[src/spi_status_defs.vh]
// Constants for the serial port status block: offsets, field positions,
// reset values and AXI4-Lite response codes.
// Assumes inclusion by bare name from the design files.
`ifndef SPI_STATUS_DEFS_VH
`define SPI_STATUS_DEFS_VH

// Register byte offsets
`define OFF_STATUS        8'h00
`define OFF_CONTROL       8'h04
`define OFF_DATA_WINDOW   8'h08

// Status word field positions
`define ST_RX_FILL_LSB    24
`define ST_RX_FILL_MSB    28
`define ST_TX_FILL_LSB    16
`define ST_TX_FILL_MSB    20
`define ST_FRAME_FAULT    12
`define ST_ACTIVITY       11
`define ST_TX_UNDERRUN    8
`define ST_SHIFTER_EMPTY  7
`define ST_RX_OVERFLOW    6
`define ST_RX_Q_EMPTY     5

// Control register field positions
`define CT_MODULE_ENABLE  0
`define CT_DEEP_BUFFER    1
`define CT_FRAMED_ENABLE  2
`define CT_FRAMED_SYNC    3
`define CT_WIDTH          4

// Reset values
`define CONTROL_RESET     4'h0
`define DATA_RESET        32'h00000000

// AXI4-Lite responses
`define RESP_OKAY         2'h0
`define RESP_SLVERR       2'h2

`endif

[src/flag_keep.v]
// Sticky status flag: hardware sets it, a clear request drops it.
// Assumes set and clear are synchronous to clk_in.
`timescale 1ns/10ps
module flag_keep (
    // Clock, reset, enable
    input  wire clk_in,
    input  wire resetn_in,
    input  wire ce_in,
    // Control
    input  wire set_in,
    input  wire clr_in,
    // State
    output reg  flag_out
);

    // A set arriving with a clear wins, so no event is lost
    always @(posedge clk_in or negedge resetn_in) begin
        if (!resetn_in) begin
            flag_out <= 1'b0;
        end else if (ce_in) begin
            if (set_in) begin
                flag_out <= 1'b1;
            end else if (clr_in) begin
                flag_out <= 1'b0;
            end
        end
    end

endmodule

[src/spi_status_reporting.v]
// Status reporting of a serial port, reached over an AXI4-Lite slave.
// Assumes port-side events and levels are synchronous to clk_in.
// Function
// - Report receive queue fill count in bits 28..24, deep-buffer mode only.
// - Report transmit queue fill count in bits 20..16, deep-buffer mode only.
// - Set frame fault at bit 12 on frame error while framed mode enabled.
// - Bit 11 shows high while the port is busy, low when idle.
// - Set transmit underrun at bit 8 on underrun in framed sync mode.
// - Underrun stays set until module enable is cycled, writes cannot clear it.
// - Bit 7 shows shift register empty, valid in deep-buffer mode.
// - Set receive overflow at bit 6 when new word discarded over unread word.
// - Overflow set only by hardware; writing zero clears, writing one does nothing.
// - Bit 5 high exactly when receive read index equals write index, deep-buffer mode only.
// - Bits 31..29, 23..21, 15..13, 10..9 and 4 read zero.
//
// The implementer's own choices: the AXI4-Lite slave port and the register addresses.
`timescale 1ns/10ps
`include "spi_status_defs.vh"
module spi_status_reporting #(
    parameter ADDR_W = 8,
    parameter CNT_W  = 5,
    parameter IDX_W  = 5
) (
    // Clock, reset, enable
    input  wire              clk_in,
    input  wire              resetn_in,
    input  wire              ce_in,
    // AXI4-Lite write address
    input  wire [ADDR_W-1:0] s_axi_awaddr_in,
    input  wire              s_axi_awvalid_in,
    output reg               s_axi_awready_out,
    // AXI4-Lite write data
    input  wire [31:0]       s_axi_wdata_in,
    input  wire [3:0]        s_axi_wstrb_in,
    input  wire              s_axi_wvalid_in,
    output reg               s_axi_wready_out,
    // AXI4-Lite write response
    output reg  [1:0]        s_axi_bresp_out,
    output reg               s_axi_bvalid_out,
    input  wire              s_axi_bready_in,
    // AXI4-Lite read address
    input  wire [ADDR_W-1:0] s_axi_araddr_in,
    input  wire              s_axi_arvalid_in,
    output reg               s_axi_arready_out,
    // AXI4-Lite read data
    output reg  [31:0]       s_axi_rdata_out,
    output reg  [1:0]        s_axi_rresp_out,
    output reg               s_axi_rvalid_out,
    input  wire              s_axi_rready_in,
    // Port-side levels
    input  wire [CNT_W-1:0]  rx_fill_count_in,
    input  wire [CNT_W-1:0]  tx_fill_count_in,
    input  wire              activity_flag_in,
    input  wire              shifter_empty_in,
    input  wire [IDX_W-1:0]  rx_read_index_in,
    input  wire [IDX_W-1:0]  rx_write_index_in,
    // Port-side event pulses
    input  wire              frame_error_in,
    input  wire              tx_starved_in,
    input  wire              rx_word_done_in,
    input  wire [31:0]       rx_word_in,
    // Mode outputs to the rest of the port
    output reg               module_enable_out,
    output reg               deep_buffer_mode_out,
    output reg               framed_mode_enable_out,
    output reg               framed_sync_out
);

    localparam NFLAG = 3;
    localparam FL_FRAME = 0;
    localparam FL_UNDER = 1;
    localparam FL_ROV   = 2;

    // Returns one-hot {data_window, control, status}, zero when unmapped
    function [2:0] reg_sel;
        input [ADDR_W-1:0] addr;
        begin
            if (addr == `OFF_STATUS) begin
                reg_sel = 3'h1;
            end else if (addr == `OFF_CONTROL) begin
                reg_sel = 3'h2;
            end else if (addr == `OFF_DATA_WINDOW) begin
                reg_sel = 3'h4;
            end else begin
                reg_sel = 3'h0;
            end
        end
    endfunction

    // Write channel holding registers
    reg                 aw_held_reg;
    reg [ADDR_W-1:0]    aw_addr_reg;
    reg                 w_held_reg;
    reg [31:0]          w_data_reg;
    reg [3:0]           w_strb_reg;

    // Port state
    reg [31:0]          data_window_reg;
    reg                 unread_reg;
    reg                 enable_prev_reg;

    wire [NFLAG-1:0]    flag_set;
    wire [NFLAG-1:0]    flag_clr;
    wire [NFLAG-1:0]    flag_state;
    wire [31:0]         status_word;

    wire                aw_take;
    wire                w_take;
    wire                do_write;
    wire                ar_take;
    wire [2:0]          wr_sel;
    wire [2:0]          rd_sel;
    wire                st_write;
    wire                data_read;
    wire                word_lost;

    assign aw_take   = s_axi_awvalid_in & s_axi_awready_out;
    assign w_take    = s_axi_wvalid_in & s_axi_wready_out;
    assign do_write  = aw_held_reg & w_held_reg & ~s_axi_bvalid_out;
    assign ar_take   = s_axi_arvalid_in & s_axi_arready_out;
    assign wr_sel    = reg_sel(aw_addr_reg);
    assign rd_sel    = reg_sel(s_axi_araddr_in);
    assign st_write  = do_write & wr_sel[0];
    assign data_read = ar_take & rd_sel[2];

    // A word finishing while the window still holds an unread one is
    // dropped; a read in the same cycle frees the window first
    assign word_lost = rx_word_done_in & unread_reg & ~data_read;

    // Frame fault counts only in framed mode
    assign flag_set[FL_FRAME] = frame_error_in & framed_mode_enable_out;
    // Underrun counts only in framed sync mode with the module on
    assign flag_set[FL_UNDER] = tx_starved_in & framed_mode_enable_out
                                & framed_sync_out & module_enable_out;
    assign flag_set[FL_ROV]   = word_lost;

    // Frame fault and overflow clear on a write of zero to their bit
    assign flag_clr[FL_FRAME] = st_write & w_strb_reg[1]
                                & ~w_data_reg[`ST_FRAME_FAULT];
    assign flag_clr[FL_ROV]   = st_write & w_strb_reg[0]
                                & ~w_data_reg[`ST_RX_OVERFLOW];
    // Underrun ignores writes and clears only while the module is off
    assign flag_clr[FL_UNDER] = ~module_enable_out;

    genvar gi;
    generate
        for (gi = 0; gi < NFLAG; gi = gi + 1) begin : g_flag
            flag_keep u_flag (
                .clk_in    (clk_in),
                .resetn_in (resetn_in),
                .ce_in     (ce_in),
                .set_in    (flag_set[gi]),
                .clr_in    (flag_clr[gi]),
                .flag_out  (flag_state[gi])
            );
        end
    endgenerate

    status_pack #(
        .CNT_W (CNT_W),
        .IDX_W (IDX_W)
    ) u_pack (
        .deep_buffer_in    (deep_buffer_mode_out),
        .rx_fill_in        (rx_fill_count_in),
        .tx_fill_in        (tx_fill_count_in),
        .activity_in       (activity_flag_in),
        .shifter_empty_in  (shifter_empty_in),
        .rx_read_index_in  (rx_read_index_in),
        .rx_write_index_in (rx_write_index_in),
        .frame_fault_in    (flag_state[FL_FRAME]),
        .tx_underrun_in    (flag_state[FL_UNDER]),
        .rx_overflow_in    (flag_state[FL_ROV]),
        .word_out          (status_word)
    );

    // Write address and data are taken independently, in either order
    always @(posedge clk_in or negedge resetn_in) begin
        if (!resetn_in) begin
            aw_held_reg       <= 1'b0;
            aw_addr_reg       <= {ADDR_W{1'b0}};
            w_held_reg        <= 1'b0;
            w_data_reg        <= 32'h00000000;
            w_strb_reg        <= 4'h0;
            s_axi_awready_out <= 1'b1;
            s_axi_wready_out  <= 1'b1;
            s_axi_bvalid_out  <= 1'b0;
            s_axi_bresp_out   <= `RESP_OKAY;
        end else if (ce_in) begin
            if (aw_take) begin
                aw_held_reg       <= 1'b1;
                aw_addr_reg       <= s_axi_awaddr_in;
                s_axi_awready_out <= 1'b0;
            end
            if (w_take) begin
                w_held_reg       <= 1'b1;
                w_data_reg       <= s_axi_wdata_in;
                w_strb_reg       <= s_axi_wstrb_in;
                s_axi_wready_out <= 1'b0;
            end
            if (do_write) begin
                aw_held_reg      <= 1'b0;
                w_held_reg       <= 1'b0;
                s_axi_bvalid_out <= 1'b1;
                if (wr_sel == 3'h0) begin
                    s_axi_bresp_out <= `RESP_SLVERR;
                end else begin
                    s_axi_bresp_out <= `RESP_OKAY;
                end
            end else if (s_axi_bvalid_out && s_axi_bready_in) begin
                // Ready reopens only after the response, one write at a time
                s_axi_bvalid_out  <= 1'b0;
                s_axi_awready_out <= 1'b1;
                s_axi_wready_out  <= 1'b1;
            end
        end
    end

    // Control register; writes to the data window are ignored
    always @(posedge clk_in or negedge resetn_in) begin
        if (!resetn_in) begin
            module_enable_out      <= 1'b0;
            deep_buffer_mode_out   <= 1'b0;
            framed_mode_enable_out <= 1'b0;
            framed_sync_out        <= 1'b0;
        end else if (ce_in) begin
            if (do_write && wr_sel[1] && w_strb_reg[0]) begin
                module_enable_out      <= w_data_reg[`CT_MODULE_ENABLE];
                deep_buffer_mode_out   <= w_data_reg[`CT_DEEP_BUFFER];
                framed_mode_enable_out <= w_data_reg[`CT_FRAMED_ENABLE];
                framed_sync_out        <= w_data_reg[`CT_FRAMED_SYNC];
            end
        end
    end

    // Receive data window with its unread marker
    always @(posedge clk_in or negedge resetn_in) begin
        if (!resetn_in) begin
            data_window_reg <= `DATA_RESET;
            unread_reg      <= 1'b0;
            enable_prev_reg <= 1'b0;
        end else if (ce_in) begin
            enable_prev_reg <= module_enable_out;
            if (rx_word_done_in && !word_lost) begin
                data_window_reg <= rx_word_in;
                unread_reg      <= 1'b1;
            end else if (data_read) begin
                unread_reg <= 1'b0;
            end else if (enable_prev_reg && !module_enable_out) begin
                // Turning the module off abandons any pending word
                unread_reg <= 1'b0;
            end
        end
    end

    // Read channel: data is registered, so status is sampled at the
    // address handshake, not when rready arrives
    always @(posedge clk_in or negedge resetn_in) begin
        if (!resetn_in) begin
            s_axi_arready_out <= 1'b1;
            s_axi_rvalid_out  <= 1'b0;
            s_axi_rdata_out   <= 32'h00000000;
            s_axi_rresp_out   <= `RESP_OKAY;
        end else if (ce_in) begin
            if (ar_take) begin
                s_axi_arready_out <= 1'b0;
                s_axi_rvalid_out  <= 1'b1;
                s_axi_rresp_out   <= `RESP_OKAY;
                if (rd_sel[0]) begin
                    s_axi_rdata_out <= status_word;
                end else if (rd_sel[1]) begin
                    s_axi_rdata_out <= {{(32-`CT_WIDTH){1'b0}}, framed_sync_out,
                                        framed_mode_enable_out, deep_buffer_mode_out,
                                        module_enable_out};
                end else if (rd_sel[2]) begin
                    s_axi_rdata_out <= data_window_reg;
                end else begin
                    s_axi_rdata_out <= 32'h00000000;
                    s_axi_rresp_out <= `RESP_SLVERR;
                end
            end else if (s_axi_rvalid_out && s_axi_rready_in) begin
                s_axi_rvalid_out  <= 1'b0;
                s_axi_arready_out <= 1'b1;
            end
        end
    end

endmodule

[src/status_pack.v]
// Assembles the 32-bit port status word from live state and sticky flags.
// Assumes all inputs come from the same clock domain.
`timescale 1ns/10ps
`include "spi_status_defs.vh"
module status_pack #(
    parameter CNT_W = 5,
    parameter IDX_W = 5
) (
    // Mode
    input  wire             deep_buffer_in,
    // Live state
    input  wire [CNT_W-1:0] rx_fill_in,
    input  wire [CNT_W-1:0] tx_fill_in,
    input  wire             activity_in,
    input  wire             shifter_empty_in,
    input  wire [IDX_W-1:0] rx_read_index_in,
    input  wire [IDX_W-1:0] rx_write_index_in,
    // Sticky flags
    input  wire             frame_fault_in,
    input  wire             tx_underrun_in,
    input  wire             rx_overflow_in,
    // Result
    output reg  [31:0]      word_out
);

    always @* begin
        // Unlisted bits stay zero
        word_out = 32'h00000000;
        if (deep_buffer_in) begin
            word_out[`ST_RX_FILL_MSB:`ST_RX_FILL_LSB] = rx_fill_in;
            word_out[`ST_TX_FILL_MSB:`ST_TX_FILL_LSB] = tx_fill_in;
            word_out[`ST_SHIFTER_EMPTY] = shifter_empty_in;
            word_out[`ST_RX_Q_EMPTY] = (rx_read_index_in == rx_write_index_in);
        end
        word_out[`ST_FRAME_FAULT] = frame_fault_in;
        word_out[`ST_ACTIVITY] = activity_in;
        word_out[`ST_TX_UNDERRUN] = tx_underrun_in;
        word_out[`ST_RX_OVERFLOW] = rx_overflow_in;
    end

endmodule
[config.mk]
export PLATFORM = sky130hd
export DESIGN_NAME = spi_status_reporting
export DESIGN_NICKNAME = d
export VERILOG_FILES = /design/src/flag_keep.v /design/src/spi_status_reporting.v /design/src/status_pack.v
export VERILOG_INCLUDE_DIRS = /design/src
export SDC_FILE = /design/constraint.sdc
export NUM_CORES = 1
export LEC_CHECK = 0
export BUFFER_PORTS_ARGS = -buffer_cell sky130_fd_sc_hd__buf_4
export CORE_MARGIN = 2
export CORE_UTILIZATION = 48
export CTS_CLUSTER_SIZE = 30
export DETAILED_ROUTE_END_ITERATION = 8
export PLACE_DENSITY = 0.88
export SYNTH_ARGS = -nofsm -noshare
export SYNTH_HDL_FRONTEND = slang
export SYNTH_SLANG_ARGS = --single-unit
[constraint.sdc]
create_clock -name clk_in -period 2.5 [get_ports clk_in]
set_input_delay 0.25 -clock clk_in [delete_from_list [all_inputs] [get_ports clk_in]]
set_output_delay 0.25 -clock clk_in [all_outputs]
set_load 0.005 [all_outputs]
==> results of run 1 <==
final timing paths:
kind / startpoint / to / slack [ps]
min in group clk_in: tx_fill_count_in[1] / s_axi_rdata_out[17] / 110
setup / recovery: aw_addr_reg[1] / deep_buffer_mode_out / 260
hold / removal: resetn_in / s_axi_bresp_out[1] / -20
setup reg to reg: aw_addr_reg[1] / deep_buffer_mode_out / 260
max in group asynchronous: resetn_in / w_data_reg[12] / 1810
hold reg to reg: data_window_reg[13] / s_axi_rdata_out[13] / 490
critical path, cell delays in order (launching register included):
cell and delay [ps]:
dfrtp_1 400, or4_4 550, or4_4 510, nor2_1 300, mux2_2 380
area by class of cell:
cell class | count | area, um^2
sequential | 98 | 2460
tap | 105 | 131
fill | 642 | 2840
clock inverter | 7 | 76.3
clock buffer | 9 | 124
multi-input combinational | 177 | 1440
inverter | 5 | 18.8
timing repair buffer | 138 | 1050
synth_stat cells (3+ instances only):
master	n
nor2b_1	3
dfstp_2	3
a32o_1	3
nand3_1	6
o31ai_1	5
buf_1	3
mux2i_1	4
a221o_1	11
and2_1	11
mux2_2	53
nor2_1	5
a22o_1	12
dfrtp_1	95
clkbuf_1	9
o21ai_0	7
xnor2_1	3
inv_1	5
nand2_1	24
a22oi_1	3
metal layers:
| layer | vias to the layer above | track usage [%] | wire length (um) |
|---|---|---|---|
| met4 | 0 | 7.37 | 120 |
| met3 | 9 | 3.99 | 491 |
| met5 | - | 0 | 0 |
| met2 | 82 | 37.2 | 4890 |
| met1 | 1475 | 27.4 | 3810 |
| li1 | 1331 | - | - |
power by group through the flow:
| stage | combinational (mW) | sequential, mW | clock, mW |
|---|---|---|---|
| 2_1_floorplan | 0.523 | 2.24 | 0 |
| 3_3_place_gp | 0.750 | 2.28 | 0 |
| 3_5_place_dp | 0.801 | 2.33 | 0 |
| 4_1_cts | 0.804 | 2.30 | 1.06 |
| 5_1_grt | 0.870 | 2.36 | 1.12 |
| 6_report | 0.786 | 2.30 | 1.03 |
stage by stage:
step           instance area, um^2  cells
3_5_place_dp                  5090    523
3_3_place_gp                  5090    523
5_1_grt                       5290    539
6_report                      5290    539
2_1_floorplan                 3980    296
4_1_cts                       5290    539
cells by family (layout without fill, tap and decap cells):
logic type	after synthesis	in the layout	synth area share, %
AOI/OAI and AO/OA	52	52	10.7
xor gates and xnor gates	5	5	1.10
buffers and inverters	21	159	2.23
DFF	98	98	61.8
muxes	57	57	16.0
other	1	2	0.0943
and+or+nand+nor	61	61	8.06
placed cells by master, fill, tap and decap left out, types with 4 or more instances in the layout:
cell / count
and2_1: 11
buf_4: 137
inv_1: 5
o31ai_1: 5
o21ai_0: 7
clkbuf_8: 9
nand2_1: 24
a22o_1: 12
nor2_1: 4
dfrtp_1: 95
a221o_1: 11
mux2i_1: 4
mux2_2: 53
nand3_1: 6
==> results_dict.tcl, run 1 <==
set metrics [dict create \
    vdd_drop_max_mv 0.459 \
    worstPathArrival_ps 2490 \
    rsz0062_at_grt "no" \
    drtIter0Drc 161 \
    p_comb_share_pct 19.1 \
    switching_power_mw 1.09 \
    r2r_cells 4 \
    power.total_mw 4.12 \
    crit_required_ps 2750 \
    failed_checks "hold timing" \
    power_frac_clock_pct 25.0 \
    vias 2897 \
    clk_latency_ps 360 \
    relSlewSlack_pct 41.1 \
    start_util_pct 48.9 \
    holdWs_ps -20.2 \
    drt-total-wl_um 9310 \
    h-tree-depth 3 \
    ys_warn_count 0 \
    ys_seq_area_share_pct 61.8 \
    period_minus_slack_ps 2240 \
    power_density_nw_per_um2 778 \
    drt-pass1-iter-count 4 \
    clk_pin_slew_ps 100 \
    grt_overflow 0 \
    syn_area_um2 3980 \
    dp_hpwl_um 6700 \
    skew_ps 12.2 \
    root_buffer "clkbuf_8" \
    cts_tree "built" \
    ctsResizeCount 0 \
    post-route-util_pct 65.1 \
    critPathKind "flip-flop to flip-flop" \
    p_int_mw 3.03 \
    grt_pass1_vias 3106 \
    fin_tns_setup_ps 0 \
    viasPerCell 5.37 \
    ioPinCount 162 \
    cts_setup_buffers 0 \
    ys_dominant_reg_cell "dfrtp_1" \
    setup_slack_ps 257 \
    drive_gt1_share_pct 49.5 \
    maxCapViolCount 0 \
    insertedDiodeCount 0 \
    grt_max_degree 70 \
    final-hold-violation-count 4 \
    layout.nets 546 \
    worstPathMaxFanout 4 \
    core_um2 8130 \
    cts.sinks 98 \
    synthDistinctLibCells 41 \
    sw_frac_of_total_pct 26.4 \
    grt_pass1_wl_um 14900 \
    fin_crit_sh_pct 89.7 \
    gr-usage-all-layers_pct 21.6 \
    drt.antenna.violating_nets 0 \
    hp-class "primary input to asynchronous set/reset pin" \
    worstMarginPinSlew_ps 883 \
    cp-end-kind "flip-flop" \
    drc 0 \
    finalSetupViolations 0 \
    synth.area.top_cells "dfrtp_1 60%, mux2_2 15%, a221o_1 2.8%" \
    ys_ff_latch 98 \
    post-place-ws_ps 263 \
    placementRows 33 \
    drt-wirelength-per-cell_um 17.3 \
    synth_edf_count 0 \
    status "finished with violations" \
    port-buffer-count 131 \
    cts_hold_buf 0 \
    gp_congestion 0.752 \
    p_leak_nw 2.60 \
    async_flop_share_pct 100 \
    yosysTopAreaCellShare_pct 59.8 \
    cts_made_buffers 9 \
    syn_avg_cell_area_um2 13.5 \
    syn_inst 295 \
    slew_viol_final 0 \
    antenna_found_initial 0 \
    dieWidth_um 95 \
    synth_area_leader_cell "dfrtp_1" \
    die_area_um2 9030 \
    timing.fmax_mhz 446 \
    area_growth_pct 33.1 \
    worstSetupStartpointType "flip-flop" \
    clockBufferDepth 2 \
    die_h_um 95 \
    seqPwrFrac_pct 55.9 \
]
(Power assumes the default switching activity.)
==> inputs of run 2 (changes only) <==
--- a/config.mk
+++ b/config.mk
@@ -11,6 +11,7 @@
 export CORE_UTILIZATION = 48
 export CTS_CLUSTER_SIZE = 30
 export DETAILED_ROUTE_END_ITERATION = 8
+export GPL_TIMING_DRIVEN = 0
 export PLACE_DENSITY = 0.88
 export SYNTH_ARGS = -nofsm -noshare
 export SYNTH_HDL_FRONTEND = slang
==> run 2 against run 1 <==
The run now ends clean. Clock power increased by 11%. Critical path depth increased by 1. Global-route usage is 0.11 points lower. Routed wire length grew 2.2%. Fmax is 1.2% lower. Final cell count grew 1.3%. Critical path type unchanged. Largest cell class unchanged.
==> results_dict.tcl, run 2 (same netlist as run 1, synthesis figures left out) <==
set metrics [dict create \
    worstSetupStartpointType "flip-flop" \
    setup_slack_ps 231 \
    dp_hpwl_um 6950 \
    p_leak_nw 2.61 \
    power.total_mw 4.22 \
    fillers 612 \
    power_frac_clock_pct 27.0 \
    ioPinCount 162 \
    h-tree-depth 3 \
    period_minus_slack_ps 2270 \
    dieWidth_um 95 \
    grt_overflow 0 \
    dp_cells 530 \
    skew_ps 14.1 \
    cp-end-kind "flip-flop" \
    die_area_um2 9030 \
    layout_common_cells "131 x buf_4, 95 x dfrtp_1, 53 x mux2_2" \
    placementRows 33 \
    relSlewSlack_pct 19.5 \
    layout.nets 553 \
    grt_pass1_vias 2975 \
    placed_area_um2 5080 \
    post-place-ws_ps 70.6 \
    drc 0 \
    viasPerCell 5.37 \
    drt.antenna.violating_nets 0 \
    crit_required_ps 2790 \
    maxCapViolCount 0 \
    cts.sinks 98 \
    gp_congestion 0.787 \
    post-route-util_pct 65.3 \
    clk_latency_ps 360 \
    fin_crit_sh_pct 90.8 \
    worstPathArrival_ps 2560 \
    fin_tns_setup_ps 0 \
    clockBufferDepth 2 \
    hp-class "primary input to asynchronous set/reset pin" \
    area_growth_pct 33.7 \
    vias 2932 \
    finalSetupViolations 0 \
    die_h_um 95 \
    status "completed" \
    clk_pin_slew_ps 100 \
    final-hold-violation-count 0 \
    power_density_nw_per_um2 793 \
    holdWs_ps 88.0 \
    seqPwrFrac_pct 54.5 \
    sw_frac_of_total_pct 25.3 \
    p_int_mw 3.15 \
    port-buffer-count 129 \
    drt-pass1-iter-count 4 \
    grt_max_degree 99 \
    timing.fmax_mhz 441 \
    root_buffer "clkbuf_8" \
    vdd_drop_max_mv 0.437 \
    stdcell_count 546 \
    cts_made_buffers 9 \
    slew_viol_final 0 \
    final_common_cell "buf_4" \
    start_util_pct 48.9 \
    p_comb_share_pct 18.5 \
    rsz0062_at_grt "no" \
    insertedDiodeCount 0 \
    antenna_found_initial 0 \
    drive_gt1_share_pct 47.6 \
    cts_tree "built" \
    core_um2 8130 \
    switching_power_mw 1.07 \
    drt-wirelength-per-cell_um 17.4 \
    drt-total-wl_um 9510 \
    critPathKind "flip-flop to flip-flop" \
    worstMarginPinSlew_ps 1210 \
    final_cell_area_um2 5310 \
    worstPathMaxFanout 10 \
    drtIter0Drc 161 \
    cts_hold_buf 0 \
    grt_pass1_wl_um 14700 \
    gr-usage-all-layers_pct 21.5 \
]
-- run 2: cell count changes in the layout (fill, tap and decap cells not counted), sizes merged --
cell	change
clkbuf	+10
buf	-2
bufinv	+1
clkinvlp	-1
clkinv	+1
inv	-2
-- run 2: path summary, 6_finish.rpt --
check | startpoint | end | slack (ps) | cells after the start
hold reg to reg | s_axi_rdata_out[11] | s_axi_rdata_out[11] | 490 | 2
setup / recovery | s_axi_arready_out | s_axi_rdata_out[18] | 230 | 5
min in group clk_in | rx_word_in[6] | data_window_reg[6] | 120 | 2
hold / removal | resetn_in | s_axi_bresp_out[1] | 90 | 1
setup reg to reg | s_axi_arready_out | s_axi_rdata_out[18] | 230 | 5
max in group asynchronous | resetn_in | data_window_reg[28] | 1590 | 1
-- run 2: area by class of cell --
class                      count  area (um^2)  area share (%)
tap                          105          131            2.47
sequential                    98         2460            46.2
buffer                        16         70.1            1.32
timing repair buffer         129          968            18.2
multi-input combinational    177         1440            27.1
clock buffer                  10          138            2.59
inverter                       5         18.8           0.353
clock inverter                 6         90.1            1.70
-- run 2: power by group through the flow --
stage / logic [mW] / clock network (mW) / registers, mW
6_report: 0.781 / 1.14 / 2.30
2_1_floorplan: 0.523 / 0 / 2.24
3_5_place_dp: 0.793 / 0 / 2.32
5_1_grt: 0.864 / 1.22 / 2.35
4_1_cts: 0.794 / 1.16 / 2.29
3_3_place_gp: 0.748 / 0 / 2.29
-- run 2: layer usage --
metal / global-route usage (%) / vias up / share of wire, % / wire length (um)
met2: 36.9 / 94 / 52 / 4970
met3: 3.43 / 12 / 4.9 / 468
met1: 27.8 / 1475 / 41 / 3940
met5: 0 / - / 0 / 0
li1: - / 1351 / - / -
met4: 7.13 / 0 / 1.4 / 137
-- run 2: worst max-delay path, stage by stage (launching register included) --
cell	delay (ps)
dfstp_2	590
and3_1	220
nand4b_1	340
nor3b_2	390
clkbuf_1	440
a221o_1	240
-- run 2: what timing repair did --
action	in CTS	in global routing
endpoints found under the setup margin	0	10
setup buffers	0	0
hold endpoints to repair	0	0
gates resized for setup	0	2
==> inputs of run 3 (changes only) <==
--- a/config.mk
+++ b/config.mk
@@ -12,7 +12,7 @@
 export CTS_CLUSTER_SIZE = 30
 export DETAILED_ROUTE_END_ITERATION = 8
 export GPL_TIMING_DRIVEN = 0
-export PLACE_DENSITY = 0.88
+export PLACE_DENSITY = 0.91
 export SYNTH_ARGS = -nofsm -noshare
 export SYNTH_HDL_FRONTEND = slang
 export SYNTH_SLANG_ARGS = --single-unit
==> run 3 against run 2 <==
Via count rose by 1.4%. Total power rose by 0.25%. Combinational power rose by 0.6%. Hold slack improved by 16 ps. Register-to-register slack got worse by 30 ps. Count of clock-buffer cells in the layout fell by 1. Highest routed layer unchanged. Sequential power barely moved. Global-route usage fell by 0.29 points. Largest cell class unchanged. Die area did not move. Design area fell by 0.14%. Largest power group unchanged. First-iteration DRC count fell by 17%.
==> results_dict.tcl, run 3 (same netlist as run 1, synthesis figures left out) <==
set metrics [dict create \
    status "completed" \
    cts_setup_buffers 0 \
    port-buffer-count 129 \
    worstPathMaxFanout 10 \
    placementRows 33 \
    ctsResizeCount 0 \
    final_common_cell "buf_4" \
    grt_overflow 0 \
    ioPinCount 162 \
    relSlewSlack_pct 19.3 \
    power_density_nw_per_um2 796 \
    placed_area_um2 5080 \
    critPathKind "flip-flop to flip-flop" \
    area_growth_pct 33.5 \
    clk_latency_ps 360 \
    drt-pass1-iter-count 4 \
    finalSetupViolations 0 \
    path_delay_family "simple AND/OR/NAND/NOR gates" \
    r2r-start "s_axi_arready_out" \
    drive_gt1_share_pct 47.6 \
    rsz0062_at_grt "no" \
    gp_congestion 0.777 \
    crit_required_ps 2790 \
    vdd_drop_max_mv 0.495 \
    timing.fmax_mhz 435 \
    antenna_found_initial 0 \
    cts.sinks 98 \
    drc 0 \
    p_leak_nw 2.60 \
    cts_made_buffers 9 \
    slowest_delay_ps 570 \
    root_buffer "clkbuf_8" \
    power.total_mw 4.23 \
    fillers 609 \
    fin_tns_setup_ps 0 \
    final-hold-violation-count 0 \
    fin_crit_sh_pct 91.9 \
    multiInputGateArea_um2 1440 \
    maxCapViolCount 0 \
    gr-usage-all-layers_pct 21.2 \
    worstPathArrival_ps 2590 \
    drt-total-wl_um 9470 \
    vias 2972 \
    grt_max_degree 99 \
    layout_common_cells "131 x buf_4, 95 x dfrtp_1, 53 x mux2_2" \
    viasPerCell 5.44 \
    core_um2 8130 \
    final_cell_area_um2 5310 \
    die_area_um2 9030 \
    dieWidth_um 95 \
    die_h_um 95 \
    clockBufferDepth 2 \
    crit_path_cell_trace "and3_1 -> nand4b_1 -> nor3b_1 -> clkbuf_2 -> a221o_1" \
    regToRegSetupSlack_ps 200 \
    skew_ps 14.6 \
    hp-class "primary input to flip-flop" \
    period_minus_slack_ps 2300 \
    cp-end-kind "flip-flop" \
    drt-wirelength-per-cell_um 17.4 \
    dp_hpwl_um 6970 \
    layout.nets 553 \
    cp-startpoint "s_axi_arready_out" \
    grt_pass1_vias 3015 \
    holdWs_ps 104 \
    critPathSlowestCell "dfstp_2" \
    drtIter0Drc 134 \
    cts_tree "built" \
    cts_hold_buf 0 \
    start_util_pct 48.9 \
    worstMarginPinSlew_ps 1210 \
    insertedDiodeCount 0 \
    h-tree-depth 3 \
    drt.antenna.violating_nets 0 \
    clk_pin_slew_ps 110 \
    slew_viol_final 0 \
    critPathBufInv 1 \
    register_area_um2 2460 \
    worstHoldStart "tx_fill_count_in[4]" \
    grt_pass1_wl_um 14400 \
    worstSetupStartpointType "flip-flop" \
]
[run 3: layer usage]
layer,vias to the layer above,share of wire (%),track usage (%),routed length [um]
li1,1351,-,-,-
met1,1502,40,26.4,3790
met2,105,53,36.1,5020
met3,14,4.9,3.43,463
met4,0,2.1,9.90,199
met5,-,0,0,0
[run 3: worst paths after layout]
kind,to,cells after the start
setup / recovery,s_axi_rdata_out[28],5
hold reg to reg,s_axi_rdata_out[6],2
max in group asynchronous,data_window_reg[7],1
min in group asynchronous,s_axi_bresp_out[1],1
hold / removal,s_axi_rdata_out[20],2
setup reg to reg,s_axi_rdata_out[28],5
[run 3: cell type report]
type                    instances  area share (%)
multi-input cells             177            27.1
well taps                     105            2.48
plain buffers                  16            1.34
clock inverters                 7            1.89
inverters                       5           0.354
clock buffers                   9            2.33
repair buffers                129            18.3
flip-flops and latches         98            46.3
[run 3: worst reg2reg max path, delay by kind of cell (launching register included)]
kind	cells	cell delay, ps
simple gates	3	1100
compound gates	1	210
flops	1	570
buf+inv	1	350
[run 3: stage by stage]
step | util (%) | worst slack, ps | instances
5_1_grt | 65.2 | 40.4 | 546
2_1_floorplan | - | 352 | 296
3_5_place_dp | 62.4 | 110 | 530
6_report | 65.2 | 203 | 546
3_3_place_gp | 62.4 | 150 | 530
4_1_cts | 65.2 | 101 | 546
[run 3: report_power, final]
group	internal, mW	total [mW]	switching [mW]
Combinational	0.514	0.786	0.272
Sequential	2.04	2.30	0.261
Clock	0.570	1.14	0.566
